File: src/inc/asp_map.svh
`ifndef ASP_MAP_SVH
`define ASP_MAP_SVH
// Register byte offsets
`define ASP_RX_CTRL     8'h00
`define ASP_TX_CTRL     8'h04
`define ASP_STATUS      8'h08
`define ASP_SLOT_SEL    8'h0C
`define ASP_RX_DATA     8'h10
`define ASP_TX_DATA     8'h14
// Control field positions
`define ASP_FMT_MSB     2
`define ASP_FMT_LSB     0
`define ASP_JW_MSB      4
`define ASP_JW_LSB      3
`define ASP_BPOL        5
`define ASP_LPOL        6
`define ASP_MST         7
`define ASP_RATE_MSB    9
`define ASP_RATE_LSB    8
`define ASP_RXSEL_MSB   2
`define ASP_RXSEL_LSB   0
`define ASP_TXSEL_MSB   6
`define ASP_TXSEL_LSB   4
`define ASP_MST_STAT    16
// Reset values: two-channel I2S, slave, normal polarity
`define ASP_RX_CTRL_RST 7'h00
`define ASP_TX_CTRL_RST 10'h000
// Word geometry
`define ASP_WORD_MAX    5'h18
`define ASP_SLOT_BITS   8'h20
`define ASP_RJ_W24      5'h18
`define ASP_RJ_W20      5'h14
`define ASP_RJ_W18      5'h12
`define ASP_RJ_W16      5'h10
`define ASP_FRAME_2CH   8'h3F
`define ASP_FRAME_TDM   8'hFF
`define ASP_HALF_TDM    8'h80
// Master bit clock half period, system clocks, two-channel frame of 64 bits
`define ASP_DIV_48      8
`define ASP_DIV_96      4
`define ASP_DIV_192     2
`endif

File: src/inc/asp_pkg.sv
package asp_pkg;
    typedef enum logic [2:0] {
        ASP_FMT_I2S       = 3'h0,
        ASP_FMT_LJ        = 3'h1,
        ASP_FMT_RJ        = 3'h2,
        ASP_FMT_TDM_CLK   = 3'h3,
        ASP_FMT_TDM_PULSE = 3'h4
    } asp_fmt_t;
    typedef enum logic [1:0] {
        ASP_FS_48  = 2'h0,
        ASP_FS_96  = 2'h1,
        ASP_FS_192 = 2'h2
    } asp_rate_t;
endpackage

File: src/hw/asp_serial_ports.sv
`timescale 1ns/1ns
`include "asp_map.svh"
// Summary of operation
// - Each port selects two-channel stereo or eight-slot TDM, both directions.
// - Sample words are twos complement, most significant bit first.
// - Left word always comes before right word in a two-channel frame.
// - TDM slots 0-3 fill the first frame half, slots 4-7 the second.
// - Non right-justified words accept up to 24 bits; extra bits silently dropped.
// - TDM receive takes the whole stream on data line zero only.
// - TDM receive frame signal may be a 50/50 clock or one-bit pulse.
// - Transmit master allowed except TDM at 192 kHz, which is slave only.
// - Right-justified transmit delays the MSB by 8, 12 or 16 bit clocks.
// - After reset every port setting selects two-channel I2S.
// - Receive clocks are always inputs; transmit clocks are master or slave.
// - Four receive lines use receive clocks; four transmit lines use transmit clocks.
// - A slave ADC runs from our master transmit clocks looped to receive clocks.
// - An external DAC is served by the transmit port alone.
// - I2S frame starts falling, MSB one bit later; LJ/RJ start rising; data changes falling.
// - TDM clock frames start falling, pulse frames rising; MSB one bit later.
// - Polarity, format, clock type settings apply in master and slave; rate applies in master only.
module asp_serial_ports #(
    parameter int unsigned DIV_48  = `ASP_DIV_48,
    parameter int unsigned DIV_96  = `ASP_DIV_96,
    parameter int unsigned DIV_192 = `ASP_DIV_192
) (
    input  wire logic        clock,                // System clock
    input  wire logic        arst_n,               // Async reset
    input  wire logic [7:0]  paddr,                // APB address
    input  wire logic        psel,                 // APB select
    input  wire logic        penable,              // APB enable
    input  wire logic        pwrite,               // APB direction
    input  wire logic [31:0] pwdata,               // APB write data
    output logic      [31:0] prdata,               // APB read data
    output logic             pready,               // APB ready
    output logic             pslverr,              // APB error
    input  wire logic [3:0]  serial_rx_data_line,  // Receive data lines
    input  wire logic        rx_frame_clk,         // Receive frame clock
    input  wire logic        rx_bit_clk,           // Receive bit clock
    output logic      [3:0]  serial_tx_data_line,  // Transmit data lines
    input  wire logic        tx_frame_clk_in,      // Transmit frame clock pin in
    output logic             tx_frame_clk_out,     // Transmit frame clock pin out
    output logic             tx_frame_clk_oe,      // Transmit frame clock drive
    input  wire logic        tx_bit_clk_in,        // Transmit bit clock pin in
    output logic             tx_bit_clk_out,       // Transmit bit clock pin out
    output logic             tx_bit_clk_oe         // Transmit bit clock drive
);

    function automatic logic [4:0] word_len(input logic [2:0] fmt, input logic [1:0] jw,
                                            input logic tx);
        word_len = `ASP_WORD_MAX;
        if (fmt == asp_pkg::ASP_FMT_RJ) begin
            case (jw)
                2'h0:    word_len = `ASP_RJ_W24;
                2'h1:    word_len = `ASP_RJ_W20;
                2'h2:    word_len = tx ? `ASP_RJ_W16 : `ASP_RJ_W18;
                default: word_len = `ASP_RJ_W16;
            endcase
        end
    endfunction

    // Bit position of a word relative to its MSB; wraps large when before it
    function automatic logic [7:0] word_pos(input logic [2:0] fmt, input logic [7:0] cnt,
                                            input logic [4:0] len);
        case (fmt)
            asp_pkg::ASP_FMT_LJ: word_pos = cnt;
            asp_pkg::ASP_FMT_RJ: word_pos = cnt - (`ASP_SLOT_BITS - {3'h0, len});
            default:             word_pos = cnt - 8'h01;
        endcase
    endfunction

    function automatic logic restart(input logic [2:0] fmt, input logic rose,
                                     input logic fell);
        case (fmt)
            asp_pkg::ASP_FMT_TDM_CLK:   restart = fell;
            asp_pkg::ASP_FMT_TDM_PULSE: restart = rose;
            default:                    restart = rose | fell;
        endcase
    endfunction

    // Right channel when set: I2S left while low, LJ/RJ left while high
    function automatic logic right_ch(input logic [2:0] fmt, input logic lvl);
        right_ch = (fmt == asp_pkg::ASP_FMT_I2S) ? lvl : ~lvl;
    endfunction

    function automatic logic master_lr(input logic [2:0] fmt, input logic [7:0] cnt);
        case (fmt)
            asp_pkg::ASP_FMT_I2S:       master_lr = cnt[5];
            asp_pkg::ASP_FMT_TDM_CLK:   master_lr = cnt >= `ASP_HALF_TDM;
            asp_pkg::ASP_FMT_TDM_PULSE: master_lr = cnt == 8'h00;
            default:                    master_lr = ~cnt[5];
        endcase
    endfunction

    logic [6:0]  rx_ctrl_q, rx_ctrl_d;
    logic [9:0]  tx_ctrl_q, tx_ctrl_d;
    logic [2:0]  rx_sel_q, rx_sel_d, tx_sel_q, tx_sel_d;
    logic [23:0] tx_mem_q [8];
    logic [23:0] tx_mem_d [8];
    logic [31:0] prdata_q, prdata_d;
    logic        pready_q, pready_d, pslverr_q, pslverr_d;

    logic [7:0]  sync1_q, sync2_q, prev_q;
    logic [7:0]  pins;

    logic [23:0] rx_mem_q [8];
    logic [23:0] rx_mem_d [8];
    logic [23:0] rx_sh_q [4];
    logic [23:0] rx_sh_d [4];
    logic [7:0]  rx_cnt_q, rx_cnt_d;
    logic [2:0]  rx_idx_q, rx_idx_d;
    logic        rx_have_q, rx_have_d, rx_lr_last_q, rx_lr_last_d;
    logic [15:0] rx_frames_q, rx_frames_d;

    logic [7:0]  div_q, div_d, mcnt_q, mcnt_d, tx_cnt_q, tx_cnt_d;
    logic        mbclk_q, mbclk_d, mlr_q, mlr_d, tx_lr_last_q, tx_lr_last_d;
    logic [3:0]  tx_out_q, tx_out_d;
    logic        fclk_q, fclk_d, bclk_q, bclk_d, oe_q, oe_d;

    logic [2:0]  rx_fmt, tx_fmt;
    logic        rx_tdm, tx_tdm, mst_eff;
    logic [4:0]  rx_len, tx_len;
    logic [7:0]  half;

    assign rx_fmt  = rx_ctrl_q[`ASP_FMT_MSB:`ASP_FMT_LSB];
    assign tx_fmt  = tx_ctrl_q[`ASP_FMT_MSB:`ASP_FMT_LSB];
    assign rx_tdm  = rx_fmt >= asp_pkg::ASP_FMT_TDM_CLK;
    assign tx_tdm  = tx_fmt >= asp_pkg::ASP_FMT_TDM_CLK;
    assign rx_len  = word_len(rx_fmt, rx_ctrl_q[`ASP_JW_MSB:`ASP_JW_LSB], 1'b0);
    assign tx_len  = word_len(tx_fmt, tx_ctrl_q[`ASP_JW_MSB:`ASP_JW_LSB], 1'b1);
    // TDM at the top rate falls back to slave: the divider cannot reach it
    assign mst_eff = tx_ctrl_q[`ASP_MST] &&
                     !(tx_tdm && tx_ctrl_q[`ASP_RATE_MSB:`ASP_RATE_LSB] ==
                       asp_pkg::ASP_FS_192);

    // Pins are asynchronous to the system clock; two flops before use
    assign pins = {tx_bit_clk_in, tx_frame_clk_in, rx_bit_clk, rx_frame_clk,
                   serial_rx_data_line};

    always_ff @(posedge clock or negedge arst_n) begin
        if (!arst_n) begin
            sync1_q <= 8'h00;
            sync2_q <= 8'h00;
            prev_q  <= 8'h00;
        end else begin
            sync1_q <= pins;
            sync2_q <= sync1_q;
            prev_q  <= sync2_q;
        end
    end

    // APB slave: one wait state so read data comes from a flop
    always_comb begin
        logic acc;
        logic hit;
        acc       = psel && penable;
        hit       = 1'b1;
        rx_ctrl_d = rx_ctrl_q;
        tx_ctrl_d = tx_ctrl_q;
        rx_sel_d  = rx_sel_q;
        tx_sel_d  = tx_sel_q;
        tx_mem_d  = tx_mem_q;
        prdata_d  = prdata_q;
        pslverr_d = 1'b0;
        pready_d  = acc && !pready_q;
        if (paddr == `ASP_RX_CTRL) begin
            prdata_d = {25'h0, rx_ctrl_q};
        end else if (paddr == `ASP_TX_CTRL) begin
            prdata_d = {22'h0, tx_ctrl_q};
        end else if (paddr == `ASP_STATUS) begin
            prdata_d = {15'h0, mst_eff, rx_frames_q};
        end else if (paddr == `ASP_SLOT_SEL) begin
            prdata_d = {25'h0, tx_sel_q, 1'b0, rx_sel_q};
        end else if (paddr == `ASP_RX_DATA) begin
            prdata_d = {{8{rx_mem_q[rx_sel_q][23]}}, rx_mem_q[rx_sel_q]};
        end else if (paddr == `ASP_TX_DATA) begin
            prdata_d = {{8{tx_mem_q[tx_sel_q][23]}}, tx_mem_q[tx_sel_q]};
        end else begin
            hit      = 1'b0;
            prdata_d = 32'h0000_0000;
        end
        if (acc && !pready_q) begin
            pslverr_d = !hit;
            if (pwrite) begin
                prdata_d = 32'h0000_0000;
            end
        end
        if (acc && pready_q && pwrite) begin
            if (paddr == `ASP_RX_CTRL) begin
                rx_ctrl_d = pwdata[6:0];
            end else if (paddr == `ASP_TX_CTRL) begin
                tx_ctrl_d = pwdata[9:0];
            end else if (paddr == `ASP_SLOT_SEL) begin
                rx_sel_d = pwdata[`ASP_RXSEL_MSB:`ASP_RXSEL_LSB];
                tx_sel_d = pwdata[`ASP_TXSEL_MSB:`ASP_TXSEL_LSB];
            end else if (paddr == `ASP_TX_DATA) begin
                tx_mem_d[tx_sel_q] = pwdata[23:0];
            end
        end
    end

    always_ff @(posedge clock or negedge arst_n) begin
        if (!arst_n) begin
            rx_ctrl_q <= `ASP_RX_CTRL_RST;
            tx_ctrl_q <= `ASP_TX_CTRL_RST;
            rx_sel_q  <= 3'h0;
            tx_sel_q  <= 3'h0;
            tx_mem_q  <= '{default: 24'h000000};
            prdata_q  <= 32'h0000_0000;
            pready_q  <= 1'b0;
            pslverr_q <= 1'b0;
        end else begin
            rx_ctrl_q <= rx_ctrl_d;
            tx_ctrl_q <= tx_ctrl_d;
            rx_sel_q  <= rx_sel_d;
            tx_sel_q  <= tx_sel_d;
            tx_mem_q  <= tx_mem_d;
            prdata_q  <= prdata_d;
            pready_q  <= pready_d;
            pslverr_q <= pslverr_d;
        end
    end

    // Receive: slave only, sample on rising bit clock edge
    always_comb begin
        logic       bclk;
        logic       bprev;
        logic       lr;
        logic [7:0] cnt;
        logic [7:0] pos;
        logic       ok;
        logic [2:0] idx;
        bclk         = sync2_q[5] ^ rx_ctrl_q[`ASP_BPOL];
        bprev        = prev_q[5] ^ rx_ctrl_q[`ASP_BPOL];
        lr           = sync2_q[4] ^ rx_ctrl_q[`ASP_LPOL];
        cnt          = rx_cnt_q;
        pos          = 8'h00;
        ok           = 1'b0;
        idx          = 3'h0;
        rx_cnt_d     = rx_cnt_q;
        rx_idx_d     = rx_idx_q;
        rx_have_d    = rx_have_q;
        rx_lr_last_d = rx_lr_last_q;
        rx_frames_d  = rx_frames_q;
        rx_mem_d     = rx_mem_q;
        rx_sh_d      = rx_sh_q;
        if (bclk && !bprev) begin
            rx_lr_last_d = lr;
            // Pulse frames restart on the rising edge only, clock frames on falling
            cnt = restart(rx_fmt, lr && !rx_lr_last_q, !lr && rx_lr_last_q) ?
                  8'h00 : rx_cnt_q + 8'h01;
            rx_cnt_d = cnt;
            pos = word_pos(rx_fmt, cnt, rx_len);
            ok  = rx_tdm || pos[7:5] == 3'h0;
            idx = rx_tdm ? pos[7:5] : {2'h0, right_ch(rx_fmt, lr)};
            if (ok && pos[4:0] == 5'h00) begin
                if (rx_have_q) begin
                    for (int l = 0; l < 4; l++) begin
                        if (rx_tdm && l == 0) begin
                            rx_mem_d[rx_idx_q] = rx_sh_q[0];
                        end else if (!rx_tdm) begin
                            rx_mem_d[{rx_idx_q[0], 2'(l)}] = rx_sh_q[l];
                        end
                    end
                end
                rx_have_d = 1'b1;
                rx_idx_d  = idx;
                rx_sh_d   = '{default: 24'h000000};
                if (idx == 3'h0) begin
                    rx_frames_d = rx_frames_q + 16'h0001;
                end
            end
            if (ok && pos[4:0] < rx_len) begin
                for (int l = 0; l < 4; l++) begin
                    rx_sh_d[l][5'h17 - pos[4:0]] = sync2_q[l];
                end
            end
        end
    end

    always_ff @(posedge clock or negedge arst_n) begin
        if (!arst_n) begin
            rx_mem_q     <= '{default: 24'h000000};
            rx_sh_q      <= '{default: 24'h000000};
            rx_cnt_q     <= 8'h00;
            rx_idx_q     <= 3'h0;
            rx_have_q    <= 1'b0;
            rx_lr_last_q <= 1'b0;
            rx_frames_q  <= 16'h0000;
        end else begin
            rx_mem_q     <= rx_mem_d;
            rx_sh_q      <= rx_sh_d;
            rx_cnt_q     <= rx_cnt_d;
            rx_idx_q     <= rx_idx_d;
            rx_have_q    <= rx_have_d;
            rx_lr_last_q <= rx_lr_last_d;
            rx_frames_q  <= rx_frames_d;
        end
    end

    // Master half period per rate; TDM carries four times the bits per frame
    always_comb begin
        case (tx_ctrl_q[`ASP_RATE_MSB:`ASP_RATE_LSB])
            asp_pkg::ASP_FS_48: half = 8'(DIV_48);
            asp_pkg::ASP_FS_96: half = 8'(DIV_96);
            default:            half = 8'(DIV_192);
        endcase
        if (tx_tdm) begin
            half = half >> 2;
        end
        if (half == 8'h00) begin
            half = 8'h01;
        end
    end

    // Transmit: clocks made here or taken from the pins; data changes on fall
    always_comb begin
        logic       fall;
        logic       lr;
        logic [7:0] cnt;
        logic [7:0] pos;
        logic       ch;
        logic [4:0] bi;
        fall         = 1'b0;
        lr           = 1'b0;
        cnt          = tx_cnt_q;
        pos          = 8'h00;
        ch           = 1'b0;
        bi           = 5'h00;
        div_d        = 8'h00;
        mbclk_d      = mbclk_q;
        mcnt_d       = mcnt_q;
        mlr_d        = mlr_q;
        tx_cnt_d     = tx_cnt_q;
        tx_lr_last_d = tx_lr_last_q;
        tx_out_d     = tx_out_q;
        if (mst_eff) begin
            div_d = div_q + 8'h01;
            if (div_q >= half - 8'h01) begin
                div_d   = 8'h00;
                mbclk_d = !mbclk_q;
                if (mbclk_q) begin
                    fall   = 1'b1;
                    mcnt_d = (mcnt_q == (tx_tdm ? `ASP_FRAME_TDM : `ASP_FRAME_2CH)) ?
                             8'h00 : mcnt_q + 8'h01;
                    mlr_d  = master_lr(tx_fmt, mcnt_d);
                end
            end
            lr = mlr_d;
        end else begin
            mbclk_d = 1'b0;
            mcnt_d  = `ASP_FRAME_TDM;
            fall    = !(sync2_q[7] ^ tx_ctrl_q[`ASP_BPOL]) &&
                      (prev_q[7] ^ tx_ctrl_q[`ASP_BPOL]);
            lr      = sync2_q[6] ^ tx_ctrl_q[`ASP_LPOL];
        end
        if (fall) begin
            tx_lr_last_d = lr;
            cnt = restart(tx_fmt, lr && !tx_lr_last_q, !lr && tx_lr_last_q) ?
                  8'h00 : tx_cnt_q + 8'h01;
            tx_cnt_d = cnt;
            pos = word_pos(tx_fmt, cnt, tx_len);
            ch  = right_ch(tx_fmt, lr);
            bi  = 5'h17 - pos[4:0];
            for (int l = 0; l < 4; l++) begin
                tx_out_d[l] = 1'b0;
                if ((tx_tdm || pos[7:5] == 3'h0) && pos[4:0] < tx_len) begin
                    if (tx_tdm) begin
                        tx_out_d[l] = (l == 0) && tx_mem_q[pos[7:5]][bi];
                    end else begin
                        tx_out_d[l] = tx_mem_q[{ch, 2'(l)}][bi];
                    end
                end
            end
        end
        bclk_d = mbclk_d ^ tx_ctrl_q[`ASP_BPOL];
        fclk_d = mlr_d ^ tx_ctrl_q[`ASP_LPOL];
        oe_d   = mst_eff;
    end

    always_ff @(posedge clock or negedge arst_n) begin
        if (!arst_n) begin
            div_q        <= 8'h00;
            mbclk_q      <= 1'b0;
            mcnt_q       <= `ASP_FRAME_TDM;
            mlr_q        <= 1'b0;
            tx_cnt_q     <= 8'h00;
            tx_lr_last_q <= 1'b0;
            tx_out_q     <= 4'h0;
            bclk_q       <= 1'b0;
            fclk_q       <= 1'b0;
            oe_q         <= 1'b0;
        end else begin
            div_q        <= div_d;
            mbclk_q      <= mbclk_d;
            mcnt_q       <= mcnt_d;
            mlr_q        <= mlr_d;
            tx_cnt_q     <= tx_cnt_d;
            tx_lr_last_q <= tx_lr_last_d;
            tx_out_q     <= tx_out_d;
            bclk_q       <= bclk_d;
            fclk_q       <= fclk_d;
            oe_q         <= oe_d;
        end
    end

    assign prdata              = prdata_q;
    assign pready              = pready_q;
    assign pslverr             = pslverr_q;
    assign serial_tx_data_line = tx_out_q;
    assign tx_bit_clk_out      = bclk_q;
    assign tx_frame_clk_out    = fclk_q;
    assign tx_bit_clk_oe       = oe_q;
    assign tx_frame_clk_oe     = oe_q;

endmodule // asp_serial_ports

File: config.mk
export PLATFORM = sky130hd
export DESIGN_NAME = asp_serial_ports
export DESIGN_NICKNAME = d
export VERILOG_FILES = /design/src/inc/asp_pkg.sv /design/src/hw/asp_serial_ports.sv
export VERILOG_INCLUDE_DIRS = /design/src /design/src/inc
export SDC_FILE = /design/constraint.sdc
export NUM_CORES = 2
export LEC_CHECK = 0
export BUFFER_PORTS_ARGS = -buffer_cell sky130_fd_sc_hd__buf_2
export CORE_MARGIN = 2
export CORE_UTILIZATION = 35
export DETAILED_ROUTE_END_ITERATION = 16
export PLACE_DENSITY_LB_ADDON = 0.08
export SLEW_MARGIN = 20
export SYNTH_ARGS = -nofsm -noshare
export SYNTH_HDL_FRONTEND = slang
export SYNTH_SLANG_ARGS = --single-unit
export TNS_END_PERCENT = 5
File: constraint.sdc
create_clock -name clock -period 7 [get_ports clock]
set_input_delay 1.05 -clock clock [delete_from_list [all_inputs] [get_ports clock]]
set_output_delay 1.05 -clock clock [all_outputs]
set_load 0.01 [all_outputs]
# --- Word level (Yosys, flattened, before mapping) ---
# Cells that the tools add are included.
totals:
  ff_bits: 624
  in_bits: 53
  word_cells: 320
op_classes:
  add_sub_neg: 14
  n_lt_le_gt_ge: 27
  eq_ne: 21
  muxes: 131
  bitwise: 28
  reduce_logical: 54
ops:
  columns: ["operator", "count"]
  rows:
  - ["192-bit 2-to-1 mux", 13]
  - ["192-bit bitwise mux", 6]
  - ["24-bit binary-select mux with 3-bit select", 7]
  - ["24-bit 2-to-1 mux", 20]
  - ["24-bit demux with 3-bit select", 6]
  - ["96-bit 2-to-1 mux", 3]
  - ["32-bit 2-to-1 mux", 8]
  - ["8-bit 2-to-1 mux", 13]
  - ["24-bit bitwise mux", 4]
  - ["4-bit greater-or-equal comparator (second input constant)", 12]
  - ["3-bit inverter with 4-bit output", 12]
  - ["1-bit 2-to-1 mux", 34]
  - ["8-bit by 1-bit adder with 8-bit output (second input constant)", 4]
  - ["8-bit case mux with 2 select lines", 2]
  - ["1-bit binary-select mux with 5-bit select", 5]
  - ["8-bit logical NOT", 3]
  - ["4-bit by 1-bit < comparator with 1-bit output (second input constant)", 6]
  - ["8-bit by 1-bit subtractor with 8-bit output (second input constant)", 3]
  - ["1-bit logical AND", 22]
  - ["16-bit by 1-bit adder with 16-bit output (second input constant)", 1]
  - ["8-bit by 4-bit == test with 1-bit output (second input constant)", 2]
  - ["8-bit by 5-bit == test with 1-bit output (second input constant)", 2]
  - ["4-bit case mux with 2 select lines", 2]
  - ["8-bit subtractor", 2]
  - ["35 further kinds", 83]

# --- Logic depth before layout (Yosys ltp) ---
logic_depth:
  depth_word: 27
  ltp_mapped: 34

# --- Worst setup path after synthesis ---
# No wires, ideal clock.
synth_path:
  kind: "register -> register"
  startpoint: "register tx_ctrl_q[0]"
  endpoint: "register tx_out_q[0] (netlist: serial_tx_data_line[0])"
  setup_ps: 95
  arrival_ps: 6354
  required_time_ps: 6905
  path_slack_ps: 550
  stages_incl_launch_ff: 29
  n_path_buf: 6
  path_cell_list: "dfrtp_1 buf_4 a21o_1 or3_1 ha_1 o21a_1 a211o_1 o211a_1 clkbuf_1 o2111a_1 a21oi_2 ha_1 clkbuf_1 a21bo_2 o22a_1 nor2_1 nor2_1 ha_1 a211oi_1 o21ai_0 o31ai_2 nand2_1 buf_4 buf_4 buf_2 nor3_1 nand3_1 o41a_1 o31ai_1"
synth_via:
  elab_chain_len: 26
  word_cells_on_any_way: 60
synth_rtl:
  columns: ["item", "line", "text"]
  rows:
  - ["start: declaration", "asp_serial_ports.sv:95", "logic [9:0] tx_ctrl_q, tx_ctrl_d;"]
  - ["start signal: assignment", "asp_serial_ports.sv:204", "tx_ctrl_q <= `ASP_TX_CTRL_RST;"]
  - ["start signal: assignment", "asp_serial_ports.sv:213", "tx_ctrl_q <= tx_ctrl_d;"]
  - ["parallel branches: the longest is 26 deep, another holds 8-bit by 1-bit subtractor with 8-bit output", null, null]
  - ["end signal: assignment", "asp_serial_ports.sv:399", "tx_out_q <= tx_out_d;"]
  - ["end: declaration", "asp_serial_ports.sv:116", "logic [3:0] tx_out_q, tx_out_d;"]
# Several ways; the timed one is not identified. The select of a mux whose other input is x is not followed.
# A chain may end at the register's enable or synchronous reset.

# --- Worst setup path in the final report ---
layout_path:
  startpoint: "register tx_ctrl_q[2]"
  endpoint: "register tx_out_q[0] (netlist: serial_tx_data_line[0])"
# Same word-level chain as after synthesis.

==> metrics.txt <==
number of synthesized register bits 610; Post-Syn Instances 3,116; share of the clock period used by the worst path 93.7%; Critical Path End Type flip-flop; 1st-iter DRT viols 2,422; clock sink total 610; PwrDens 272 nW/µm²; RSZ-0062 raised after global routing no; die area 95,400 µm²; Area contributors post-synth dfrtp_1 (46%), mux2_2 (9.3%), nand2_1 (4.5%), mux4_2 (3.5%), a22o_1 (2.8%); Final ANT Viol Nets 0; register area share after synthesis 46.9%; leakage 16.5 nW; worst skew pair latency 0.64 ns; Overflow after GRT 0; internal power 6.82 mW; FMAX 0.152 GHz; CP Data Required Time 7.54 ns; Initial Util 35.4%; via count 26,800; Flop pwr share 38.2%; Die X 309 µm; DP Wirelength 78,900 µm; most numerous cell in the Yosys netlist dfrtp_1; TritonCTS buffer count 75; Setup CP Type reg2reg; vias per cell 6.03; Yosys top cell area share 46.3%; PortBufs 86; hold violation count in the final report 0; clock root cell clkbuf_16; number of synthesis warnings 0; worst-margin pin slew 1.19 ns; Area Growth Syn to Fin 14.5%; clk_skew 0.0238 ns; top cell type by total area after synthesis dfrtp_1; synthesized area 32,500 µm²; startpoint class of the critical path flip-flop; Final #Nets 3,221; Layout Utilization 40.5%; clk slew on worst S/H paths 0.06 ns; max_slew headroom 20.6%; fraction of layout cells with a size suffix above 1 23.1%; number of distinct library cells after synthesis 88; Pre-Repair DR Iteration Count 6; Post-synth top flop dfrtp_1; WL/cell 27.9 µm; Net Sw Frac 32.7%; Final Critical Period 6.56 ns; pin count of the biggest net entering global routing 169; GRT Overall Usage 25.9%; Finished Layout Cells 4,443; initial antenna violation count 6; number of global-route vias before repair 27,400; Post-synth ARST share 100%; synthesized area per cell 10.4 µm²; placed insts 4,298; number of synthesized flops with an enable pin 0; die height 309 µm; Slew Viols, Final 0; total wire length 124,000 µm; GP Congestion 0.931; max_cap viols 0; FP Rows 111; drt drc 0; Hold Crit Class reg2reg; CTS tree built; Tot Pwr 10.1 mW; Comb power frac 22.7%; final setup violating endpoints 0; CP Max Fanout 10; # H-tree levels 3; # IOs 95; clock share of power 39.1%; worst vdd ir 0.209 mV; global-route wire length before repair 184,000 µm; P_sw 3.32 mW; clk buf depth 3; CP Data Arrival Time 7.10 ns; status completed; commonest cells in the netlist dfrtp_1 (602), nand2_1 (391), mux2_2 (268), clkbuf_1 (173), a21oi_1 (142); core area 91,900 µm²; Sum Neg Setup Slack 0 ns
[cell families (layout without fill, tap and decap cells)]
group,Yosys count,after routing,synth area share (%)
mux,423,423,16.0
other cells,2,7,0.0231
buf+inv,310,388,4.05
compound gates,860,860,18.6
flops,610,610,46.9
fa+ha+maj,28,28,1.10
xor+xnor,57,57,1.53
simple gates,826,827,11.7
[flip-flops by register name, indices dropped and copies added (netlist names), 4 cells and up]
name                 flops
rx_sh_q                 96
prdata                  24
serial_tx_data_line      4
rx_ctrl_q                7
sync1_q                  8
tx_ctrl_q               10
div_q                    8
rx_cnt_q                 8
tx_cnt_q                 8
mcnt_q                   8
sync2_q                  8
tx_mem_q               192
rx_mem_q               192
rx_frames_q             16
[critical path: stages (launching register included)]
cell and delay, ns:
dfrtp_1 0.40, a21o_1 0.21, or3_1 0.32, ha_1 0.28, o21a_1 0.12, a211o_1 0.33, o211a_2 0.22, o2111a_1 0.19
a21oi_2 0.21, ha_1 0.31, a21bo_2 0.24, o22a_1 0.17, nor2_1 0.15, nor2_1 0.08, ha_1 0.37, a211oi_1 0.35
buf_4 0.18, o211a_1 0.23, xor2_2 0.62, buf_4 0.27, mux2i_1 0.07, mux4_2 0.50, a21oi_1 0.25, a211oi_2 0.11
o31ai_1 0.25
[power groups by stage]
| stage | Combinational (mW) | Sequential [mW] | Clock (mW) |
|---|---|---|---|
| CTS | 2.20 | 3.86 | 4.06 |
| global route | 2.44 | 3.89 | 4.22 |
| floorplan | 1.35 | 3.82 | 0 |
| finish | 2.30 | 3.87 | 3.96 |
| global placement | 2.17 | 3.92 | 0 |
| detailed placement | 2.19 | 3.92 | 0 |
[stage by stage]
| step | worst slack [ns] | instance area (µm²) | hold slack, ns |
|---|---|---|---|
| 2_1_floorplan | 0.550 | 32500 | 0.331 |
| 3_3_place_gp | 0.244 | 34600 | 0.334 |
| 3_5_place_dp | 0.121 | 34600 | 0.335 |
| 4_1_cts | 0.0887 | 37100 | 0.350 |
| 5_1_grt | 0.00674 | 37300 | 0.358 |
| 6_report | 0.440 | 37300 | 0.347 |
[metal layers]
layer  GRT usage [%]  vias up  share of wire (%)
met3            3.75      325                6.0
li1                -    11700                  -
met2            42.8     1049                 48
met4            11.7        6                4.8
met1            33.8    13700                 42
met5               0        -              0.035
[worst paths after layout]
check | start | endpoint | slack (ns) | cells after the start
max in group asynchronous | arst_n | tx_mem_q[121]$_DFFE_PN0P_ | 4.91 | 2
hold reg to reg | sync1_q[2]$_DFF_PN0_ | sync2_q[2]$_DFF_PN0_ | 0.35 | 0
hold / removal | sync1_q[2]$_DFF_PN0_ | sync2_q[2]$_DFF_PN0_ | 0.35 | 0
setup / recovery | tx_ctrl_q[2]$_DFFE_PN0P_ | serial_tx_data_line[0]$_DFFE_PN0P_ | 0.44 | 24
setup reg to reg | tx_ctrl_q[2]$_DFFE_PN0P_ | serial_tx_data_line[0]$_DFFE_PN0P_ | 0.44 | 24
min in group asynchronous | arst_n | div_q[6]$_DFF_PN0_ | 0.51 | 1
[repair_timing]
action	in CTS	in global routing
hold buffers	0	0
setup endpoints to repair	0	1
gates resized for setup	0	14
setup buffers	0	7
[area by class of cell]
type                       instances  area [µm²]
inverter                          40         150
timing repair buffer             214        1530
antenna                            3        7.51
clock buffer                     103        2130
fill                            8962       54700
multi-input combinational       2199       16200
tap                             1243        1560
clock inverter                    31         355
sequential                       610       15300
[layout by cell type, fill, tap and decap left out, types with 85 or more instances in the layout]
cell	n
nor2_1	127
a22o_1	105
buf_4	116
nand3_1	101
o22ai_1	129
a21oi_1	138
a22oi_1	100
o21ai_0	96
nand2_1	387
dfrtp_1	600
buf_2	85
mux2_2	268
Power figures use the tool's default switching activity.
